===== src/rtl/dcb_regs.svh =====
// Register offsets, option bit positions, marks and timing counts
// Operation
// - Any option combination applies, each independently
// - Wait clear: continue with next block
// - Wait set: end chain, flag wait-stop fault
// - No seek look-ahead past waiting block
// - Wait halt stays resumable
// - Stop-on-fatal: fatal error halts, not resumable
// - Stop-on-result: any result block halts chain
// - Result halt resumable only for non-fatal
// - Halt right after result block write
// - Map off: pointer addresses linear data
// - Map on: pointer addresses first map entry
// - Default mark F8 hard, FB floppy
// - Format uses default mark, marks never ignored
// - Custom mark from field, data commands only; code also applies it to read physical
// - Position check: mispositioned gives seek error only
// - Read, write, verify always check position
// - Buffer swap after buffer loaded or dumped
// - Relocate enabled plus auto bit: handle relocation
// - Relocate disabled: skip relocated-track check
// - Post-write delay 1 ms before seek; code holds only a continuing chain's fetch, not look-ahead
// - Restore with park: step in five first
// - Long option selects long read/write
`ifndef DCB_REGS_SVH
`define DCB_REGS_SVH

`define DCB_OFF_CTRL   6'h00
`define DCB_OFF_STAT   6'h04
`define DCB_OFF_START  6'h08
`define DCB_OFF_NEXT   6'h0c
`define DCB_OFF_OPT    6'h10

`define DCB_CTRL_GO      0
`define DCB_CTRL_RESUME  1
`define DCB_CTRL_FLOPPY  2
`define DCB_CTRL_AUTOREL 3
`define DCB_CTRL_RESET   8'h00

`define DCB_OPT_WAIT   7
`define DCB_OPT_FATAL  6
`define DCB_OPT_RESULT 5
`define DCB_OPT_DELAY  4
`define DCB_OPT_B3     3
`define DCB_OPT_MARK   2
`define DCB_OPT_LONG   1
`define DCB_OPT_B0     0

`define DCB_MARK_HARD   8'hf8
`define DCB_MARK_FLOPPY 8'hfb
`define DCB_PARK_STEPS  3'd5

`define DCB_DELAY_US    1000
`define DCB_CLK_MHZ     40
`define DCB_DELAY_CYC   (`DCB_DELAY_US * `DCB_CLK_MHZ)

`endif


===== src/rtl/dcb_pkg.sv =====
// Types shared by the command block option interpreter
package dcb_pkg;

    typedef enum logic [7:0] {
        DCB_LOAD_PARAM = 8'h00, DCB_LOAD_BUF  = 8'h01,
        DCB_DUMP_BUF   = 8'h02, DCB_DUMP_PARAM = 8'h03,
        DCB_LOAD_SYN   = 8'h04, DCB_DUMP_SYN  = 8'h05,
        DCB_CORRECT    = 8'h06, DCB_FORMAT    = 8'h07,
        DCB_RESTORE    = 8'h08, DCB_READ_ID   = 8'h09,
        DCB_READ_PHYS  = 8'h0a, DCB_RELOCATE  = 8'h0b,
        DCB_READ       = 8'h0c, DCB_WRITE     = 8'h0d,
        DCB_SEEK       = 8'h0e, DCB_VERIFY    = 8'h0f,
        DCB_CHANNEL    = 8'h10
    } dcb_cmd_type;

    typedef enum logic [2:0] {
        DCB_IDLE  = 3'b000,
        DCB_FETCH = 3'b001,
        DCB_EXEC  = 3'b010,
        DCB_DELAY = 3'b011,
        DCB_HALT  = 3'b100
    } dcb_state_type;

endpackage


===== src/rtl/dcb_option_unit.sv =====
// Command block option interpreter with chain sequencing
//
// Added by the designer: the register offsets and the Wishbone register port.
`timescale 1ns/10ps
`include "dcb_regs.svh"

module dcb_option_unit #(
    parameter int DELAY_CYC = `DCB_DELAY_CYC
) (
    // Clock and reset
    input  wire logic                 clk_i,
    input  wire logic                 rst_i,
    // Wishbone slave
    input  wire logic                 wb_cyc_i,
    input  wire logic                 wb_stb_i,
    input  wire logic                 wb_we_i,
    input  wire logic [5:0]           wb_adr_i,
    input  wire logic [3:0]           wb_sel_i,
    input  wire logic [31:0]          wb_dat_i,
    output logic      [31:0]          wb_dat_o,
    output logic                      wb_ack_o,
    // Block fetch from memory
    output logic                      fetch_req_o,
    output logic      [31:0]          fetch_addr_o,
    input  wire logic                 blk_valid_i,
    input  wire logic [31:0]          blk_next_i,
    input  wire dcb_pkg::dcb_cmd_type blk_cmd_i,
    input  wire logic [7:0]           blk_opt_i,
    input  wire logic [7:0]           blk_mark_i,
    input  wire logic [31:0]          blk_ptr_i,
    // Core events
    input  wire logic                 exec_done_i,
    input  wire logic                 result_i,
    input  wire logic                 result_fatal_i,
    input  wire logic                 last_write_i,
    input  wire logic                 buf_done_i,
    // Core controls
    output logic                      exec_o,
    output logic                      lookahead_ok_o,
    output logic                      seek_hold_o,
    output logic                      map_ptr_o,
    output logic      [31:0]          data_ptr_o,
    output logic      [7:0]           mark_o,
    output logic                      position_check_o,
    output logic                      relocate_check_o,
    output logic                      long_transfer_o,
    output logic      [2:0]           park_steps_o,
    output logic                      buffer_sel_o,
    output logic                      wait_stop_o
);
    import dcb_pkg::*;

    //--------------------------------------------------
    // Command decode
    //--------------------------------------------------
    function automatic logic [7:0] opt_mask(input dcb_cmd_type c);
        case (c)
            DCB_READ:      opt_mask = 8'hef;
            DCB_WRITE:     opt_mask = 8'hff;
            DCB_VERIFY:    opt_mask = 8'hed;
            DCB_FORMAT:    opt_mask = 8'he8;
            DCB_READ_PHYS: opt_mask = 8'hec;
            DCB_READ_ID:   opt_mask = 8'he8;
            DCB_LOAD_BUF:  opt_mask = 8'hed;
            DCB_DUMP_BUF:  opt_mask = 8'he9;
            DCB_CORRECT:   opt_mask = 8'he8;
            DCB_SEEK:      opt_mask = 8'he8;
            DCB_RESTORE:   opt_mask = 8'he9;
            DCB_CHANNEL:   opt_mask = 8'he3;
            default:       opt_mask = 8'he0;
        endcase
    endfunction

    function automatic logic is_io(input dcb_cmd_type c);
        is_io = (c == DCB_READ) || (c == DCB_WRITE) || (c == DCB_VERIFY);
    endfunction

    //--------------------------------------------------
    // State
    //--------------------------------------------------
    dcb_state_type state;
    dcb_state_type next_state;
    dcb_cmd_type   cmd;
    logic [7:0]    opt;
    logic [7:0]    mark_field;
    logic [31:0]   next_ptr;
    logic [31:0]   start_ptr;
    logic [7:0]    ctrl;
    logic          resumable;
    logic          wait_stop;
    logic          fatal_stop;
    logic          result_stop;
    logic          delay_due;
    logic          buf_sel;
    logic [31:0]   delay_cnt;

    //--------------------------------------------------
    // Bus decode
    //--------------------------------------------------
    wire req      = wb_cyc_i & wb_stb_i & ~wb_ack_o;
    wire wr       = req & wb_we_i & wb_sel_i[0];
    wire wr_ctrl  = wr & (wb_adr_i == `DCB_OFF_CTRL);
    wire wr_start = req & wb_we_i & (wb_adr_i == `DCB_OFF_START);
    wire go       = wr_ctrl & wb_dat_i[`DCB_CTRL_GO];
    wire resume   = wr_ctrl & wb_dat_i[`DCB_CTRL_RESUME]
                  & (state == DCB_HALT) & resumable;
    wire floppy   = ctrl[`DCB_CTRL_FLOPPY];
    wire [31:0] status = {24'h0, buf_sel, result_stop, fatal_stop,
                          wait_stop, resumable, state};

    //--------------------------------------------------
    // Halt decisions
    //--------------------------------------------------
    wire stop_fatal  = result_i & result_fatal_i & opt[`DCB_OPT_FATAL];
    wire stop_result = result_i & opt[`DCB_OPT_RESULT];
    wire stop_now    = stop_fatal | stop_result;
    wire stop_wait   = exec_done_i & opt[`DCB_OPT_WAIT];
    wire delay_pend  = delay_due | (last_write_i & opt[`DCB_OPT_DELAY]);

    always_comb begin
        next_state = state;
        case (state)
            DCB_IDLE:  if (go) next_state = DCB_FETCH;
            DCB_FETCH: if (blk_valid_i) next_state = DCB_EXEC;
            DCB_EXEC: begin
                if (stop_now || stop_wait)
                    next_state = DCB_HALT;
                else if (exec_done_i)
                    next_state = delay_pend ? DCB_DELAY : DCB_FETCH;
            end
            DCB_DELAY: if (delay_cnt == 32'h0) next_state = DCB_FETCH;
            DCB_HALT:  if (go || resume) next_state = DCB_FETCH;
            default:   next_state = DCB_IDLE;
        endcase
    end

    //--------------------------------------------------
    // Sequencer registers
    //--------------------------------------------------
    always_ff @(posedge clk_i) begin
        if (rst_i) begin
            state      <= DCB_IDLE;
            cmd        <= DCB_LOAD_PARAM;
            opt        <= 8'h00;
            mark_field <= 8'h00;
            next_ptr   <= 32'h0;
            data_ptr_o <= 32'h0;
            resumable  <= 1'b0;
        end else begin
            state <= next_state;
            if (state == DCB_FETCH && blk_valid_i) begin
                cmd        <= blk_cmd_i;
                opt        <= blk_opt_i & opt_mask(blk_cmd_i);
                mark_field <= blk_mark_i;
                next_ptr   <= blk_next_i;
                data_ptr_o <= blk_ptr_i;
            end
            if (state == DCB_EXEC) begin
                if (stop_now)
                    resumable <= ~result_fatal_i;
                else if (stop_wait)
                    resumable <= 1'b1;
            end else if (go || resume) begin
                resumable <= 1'b0;
            end
        end
    end

    // Fetch address: start pointer on go, else chain pointer
    always_ff @(posedge clk_i) begin
        if (rst_i)
            fetch_addr_o <= 32'h0;
        else if (go)
            fetch_addr_o <= start_ptr;
        else if ((state == DCB_EXEC && exec_done_i) || resume)
            fetch_addr_o <= next_ptr;
    end

    // Sticky stop flags, set wins over clear
    always_ff @(posedge clk_i) begin
        if (rst_i) begin
            wait_stop   <= 1'b0;
            fatal_stop  <= 1'b0;
            result_stop <= 1'b0;
        end else if (state == DCB_EXEC) begin
            wait_stop   <= wait_stop | (stop_wait & ~stop_now);
            fatal_stop  <= fatal_stop | (stop_now & result_fatal_i);
            result_stop <= result_stop | stop_result;
        end else if (go || resume) begin
            wait_stop   <= 1'b0;
            fatal_stop  <= 1'b0;
            result_stop <= 1'b0;
        end
    end

    // Post-write delay before the next fetch when the chain continues; lookahead_ok_o not held off
    always_ff @(posedge clk_i) begin
        if (rst_i) begin
            delay_due <= 1'b0;
            delay_cnt <= 32'h0;
        end else begin
            if (state == DCB_FETCH)
                delay_due <= 1'b0;
            else if (state == DCB_EXEC && last_write_i
                     && opt[`DCB_OPT_DELAY])
                delay_due <= 1'b1;
            if (state == DCB_EXEC)
                delay_cnt <= 32'(DELAY_CYC - 1);
            else if (state == DCB_DELAY && delay_cnt != 32'h0)
                delay_cnt <= delay_cnt - 32'h1;
        end
    end

    // Sector buffer select
    always_ff @(posedge clk_i) begin
        if (rst_i)
            buf_sel <= 1'b0;
        else if (state == DCB_EXEC && buf_done_i && opt[`DCB_OPT_B0]
                 && (cmd == DCB_LOAD_BUF || cmd == DCB_DUMP_BUF))
            buf_sel <= ~buf_sel;
    end

    //--------------------------------------------------
    // Wishbone registers
    //--------------------------------------------------
    always_ff @(posedge clk_i) begin
        if (rst_i) begin
            ctrl      <= `DCB_CTRL_RESET;
            start_ptr <= 32'h0;
            wb_ack_o  <= 1'b0;
            wb_dat_o  <= 32'h0;
        end else begin
            wb_ack_o <= req;
            if (wr_ctrl)
                ctrl <= {4'h0, wb_dat_i[3:2], 2'b00};
            if (wr_start)
                start_ptr <= wb_dat_i;
            if (req) begin
                case (wb_adr_i)
                    `DCB_OFF_CTRL:  wb_dat_o <= {24'h0, ctrl};
                    `DCB_OFF_STAT:  wb_dat_o <= status;
                    `DCB_OFF_START: wb_dat_o <= start_ptr;
                    `DCB_OFF_NEXT:  wb_dat_o <= next_ptr;
                    `DCB_OFF_OPT:   wb_dat_o <= {16'h0, cmd, opt};
                    default:        wb_dat_o <= 32'h0;
                endcase
            end
        end
    end

    //--------------------------------------------------
    // Control outputs
    //--------------------------------------------------
    wire custom_mark = opt[`DCB_OPT_MARK]
                     & (is_io(cmd) | (cmd == DCB_READ_PHYS));
    wire pos_opt     = opt[`DCB_OPT_B3] & ((cmd == DCB_SEEK)
                     | (cmd == DCB_RESTORE) | (cmd == DCB_READ_PHYS));

    assign fetch_req_o      = (state == DCB_FETCH);
    assign exec_o           = (state == DCB_EXEC);
    assign lookahead_ok_o   = exec_o & ~opt[`DCB_OPT_WAIT];
    assign seek_hold_o      = (state == DCB_DELAY);
    assign map_ptr_o        = opt[`DCB_OPT_B3] & (is_io(cmd)
                            | (cmd == DCB_FORMAT) | (cmd == DCB_LOAD_BUF)
                            | (cmd == DCB_DUMP_BUF));
    assign mark_o           = custom_mark ? mark_field
                            : floppy ? `DCB_MARK_FLOPPY
                            : `DCB_MARK_HARD;
    assign position_check_o = is_io(cmd) | pos_opt;
    assign relocate_check_o = is_io(cmd) & ~opt[`DCB_OPT_B0]
                            & ctrl[`DCB_CTRL_AUTOREL];
    assign long_transfer_o  = opt[`DCB_OPT_LONG]
                            & (cmd == DCB_READ || cmd == DCB_WRITE);
    assign park_steps_o     = (cmd == DCB_RESTORE && opt[`DCB_OPT_B0])
                            ? `DCB_PARK_STEPS : 3'd0;
    assign buffer_sel_o     = buf_sel;
    assign wait_stop_o      = wait_stop;

    //--------------------------------------------------
    // Check helpers
    //--------------------------------------------------
    // Counts cycles of the post-write hold for the length check
    logic [31:0] hold_cnt;

    always_ff @(posedge clk_i) begin
        if (rst_i || !seek_hold_o)
            hold_cnt <= 32'h0;
        else
            hold_cnt <= hold_cnt + 32'h1;
    end
endmodule


===== config.mk =====
export PLATFORM = sky130hd
export DESIGN_NAME = dcb_option_unit
export DESIGN_NICKNAME = d
export VERILOG_FILES = /design/src/rtl/dcb_pkg.sv /design/src/rtl/dcb_option_unit.sv
export VERILOG_INCLUDE_DIRS = /design/src /design/src/rtl
export SDC_FILE = /design/constraint.sdc
export NUM_CORES = 1
export LEC_CHECK = 0
export ABC_AREA = 1
export BUFFER_PORTS_ARGS = -buffer_cell sky130_fd_sc_hd__buf_2
export CAP_MARGIN = 30
export CORE_MARGIN = 2
export CORE_UTILIZATION = 53
export DETAILED_ROUTE_END_ITERATION = 8
export PLACE_DENSITY = 0.8
export SYNTH_ARGS = -nofsm -noshare
export SYNTH_HDL_FRONTEND = slang
export SYNTH_SLANG_ARGS = --single-unit

===== constraint.sdc =====
create_clock -name clk_i -period 2.25 [get_ports clk_i]
set_input_delay 0.45 -clock clk_i [delete_from_list [all_inputs] [get_ports clk_i]]
set_output_delay 0.45 -clock clk_i [all_outputs]
set_load 0.01 [all_outputs]

==> flow_summary.ini <==
[outcome]
outcome = finished, violations left
violations = negative setup slack

[floorplan]
die_y_um = 144
core_area_um2 = 19300
dieArea_um2 = 20700
io_pins = 259
die_x_um = 144
rows = 51
start_util_pct = 53.6

[power]
power.density_nw_per_um2 = 1100
peakVddDrop_v = 0.000686
leakagePower_nw = 5.93
total_power_mw = 14.2

[drt]
routed_wl_um = 31400
drc = 0
vias = 10600
postRouteAntennaNets = 0
avgRoutedWirePerCell_um = 15.6
dr.first_iter.drc_count = 660
vias_per_cell = 5.29
dr.pass1.iters = 5

[critical_path]
cp_slowest_cell = dfxtp_2
path_delay_family = simple AND/OR/NAND/NOR gates
cp_slowest_stage_delay_ns = 0.32
path_class = reg -> out
cp-end-kind = output pin
path_buf_inv = 3
arrival_ns = 1.81
rrSetupSlack_ns = 0.35
crit_path_start_kind = register
crit_chain = nor2_1 > nand2_1 > inv_2 > nand2_4 > a21oi_4 > inv_4 > or2_4 > buf_6
worstPathMaxFanout = 7
worstPathRequired_ns = 1.80

[timing]
fin_tns_setup_ns = -0.0188
fin_hold_ws_ns = 0.147
slew_viol_final = 0
fin_crit_ns = 2.26
period_share_pct = 100
rsz0062_at_grt = true
finalHoldViolations = 0
fin_ws_ns = -0.00692
tightest_slew_ns = 0.707
finClkSkew_ns = 0.00953
max_slew_margin_pct = 52.9
timing.fmax_mhz = 443
setup_viol = 3

[placed_design]
place_hpwl_um = 21600
placed_cells = 1945
dpl-instance-area_um2 = 11800
place_congestion = 0.960
dp_worst_setup_slack_ns = 0.177
io_buffers = 254

[global_routing]
grt_max_degree = 72
grt_util_all_layers_pct = 29.7
grt_first_pass_wirelength_um = 49100
grt_pass1_vias = 9934
overflow = 0
antenna_found_initial = 9

[finish]
nets = 1865
syn_to_final_growth_pct = 24.4
drive_above_1_share_pct = 23.9
stdcell_count = 2010
postLayoutCellArea_um2 = 12900
postLayoutCoreUtil_pct = 66.7

[synthesis]
yosysSeqAreaShare_pct = 44.0
synth_top_cell_by_area = dfxtp_1
synth_cells = 1481
ys_ff_latch = 228
yosys_warnings = 0
ys_types = 40
synth_area_per_cell_um2 = 7.00
syn_area_um2 = 10400
yosys.area.top_type_share_pct = 44.0
synth.area.top_cells = dfxtp_1 44%, nor2_1 11%, o21ai_0 10%
synth_fp_nets = 1629

[clock_network]
clkSlewWorstSetupHoldPaths_ns = 0.06
clkLatencyLatePin_ns = 0.52
cts_hold_buf = 0
clock_sinks = 228
cts-root-buf = clkbuf_16
cts_max_level = 1
cts_tree = yes
cts_made_buffers = 25
clk_path_buf_depth = 3

[worst_hold_path]
hold_class = in -> reg

[flow_run]
cap_viol_max_count = 0
-- area by class of cell --
cell class | count | area [um2]
Clock buffer | 37 | 741
Timing Repair Buffer | 290 | 1630
Multi-Input combinational cell | 1064 | 5060
Fill cell | 1696 | 6430
Inverter | 108 | 413
Sequential cell | 228 | 4570
Clock inverter | 8 | 125
Tap cell | 265 | 332
Antenna cell | 10 | 25.0
-- path summary, 6_finish.rpt --
kind                    end          start  depth (start not counted)
min          data_ptr_o[25]  blk_ptr_i[25]                          3
min reg2reg       delay_due      delay_due                          2
max               mark_o[4]         cmd[6]                          8
max reg2reg   delay_cnt[12]   delay_cnt[0]                         10
-- placed cells by master, fill, tap and decap left out, drive strengths merged, types with 5 or more instances in the layout --
cell | Yosys | final
a21oi | 125 | 125
buf | 43 | 290
clkbuf | 38 | 37
clkinv | 4 | 7
dfxtp | 228 | 228
diode | 0 | 10
ha | 7 | 7
inv | 104 | 105
nand2 | 283 | 283
nand3 | 32 | 32
nand4 | 7 | 7
nor2 | 319 | 319
nor3 | 7 | 7
o211ai | 6 | 6
o21ai | 226 | 226
o22ai | 9 | 9
or2 | 5 | 5
xnor2 | 13 | 13
xor2 | 13 | 13
-- state kept, by name (all words and copies together) (netlist names), 2 cells and up --
register / cells
cmd: 8
next_ptr: 32
wb_dat_o: 32
opt: 8
delay_cnt: 32
fetch_addr_o: 32
mark_field: 8
ctrl: 2
data_ptr_o: 32
state: 3
start_ptr: 32
-- power breakdown --
part | switching (mW) | total, mW | leakage [nW] | internal [mW]
registers | 0.354 | 4.96 | 1.85 | 4.60
clock network | 1.65 | 4.27 | 0.423 | 2.62
logic | 3.18 | 5.01 | 3.66 | 1.83
-- layer usage --
metal / vias to the layer above / global-route usage (%) / wire length [um]
met5: - / 0 / 22
met4: 4 / 12.9 / 1230
met3: 82 / 6.23 / 2360
met2: 408 / 48.6 / 14600
met1: 4878 / 37.8 / 13200
li1: 5251 / - / -
-- Yosys cell counts, drive strengths merged --
library cell  count
nand4             7
nand3b            2
xor2             13
inv             104
nand3            32
a21oi           125
o22ai             9
o221ai            3
xnor2            13
o211ai            6
a211oi            1
dfxtp           228
nor2            319
or2               5
buf              43
a31oi             2
nor3              7
conb              1
a22oi             2
o2111ai           1
o21ai           226
clkinv            4
ha                7
nand2           283
clkbuf           38
-- what timing repair did --
action,CTS,global route
setup buffers,10,0
resized for setup,31,9
endpoints found under the setup margin,9,12
pin swaps,7,2
-- worst register-to-register path, delay by kind of cell (launching register included) --
| family | cells | cell delay, ns |
|---|---|---|
| buffers and inverters | 2 | 0.35 |
| AND/OR/NAND/NOR | 5 | 0.52 |
| AO/OA/AOI/OAI | 2 | 0.46 |
| adder cells (fa/ha/maj) | 1 | 0.18 |
| flip-flops | 1 | 0.32 |
-- logic make-up (layout without fill, tap and decap cells) --
| family | Yosys count | count (layout) | share of synthesized area [%] |
|---|---|---|---|
| AOI/OAI and AO/OA | 375 | 375 | 19.3 |
| xor gates and xnor gates | 26 | 26 | 2.20 |
| adders and majority gates | 7 | 7 | 0.844 |
| buffers and inverters | 189 | 443 | 8.00 |
| DFF | 228 | 228 | 44.0 |
| other | 1 | 11 | 0.0362 |
| and+or+nand+nor | 655 | 655 | 25.6 |
No activity file was read; power rests on OpenSTA's default activity.
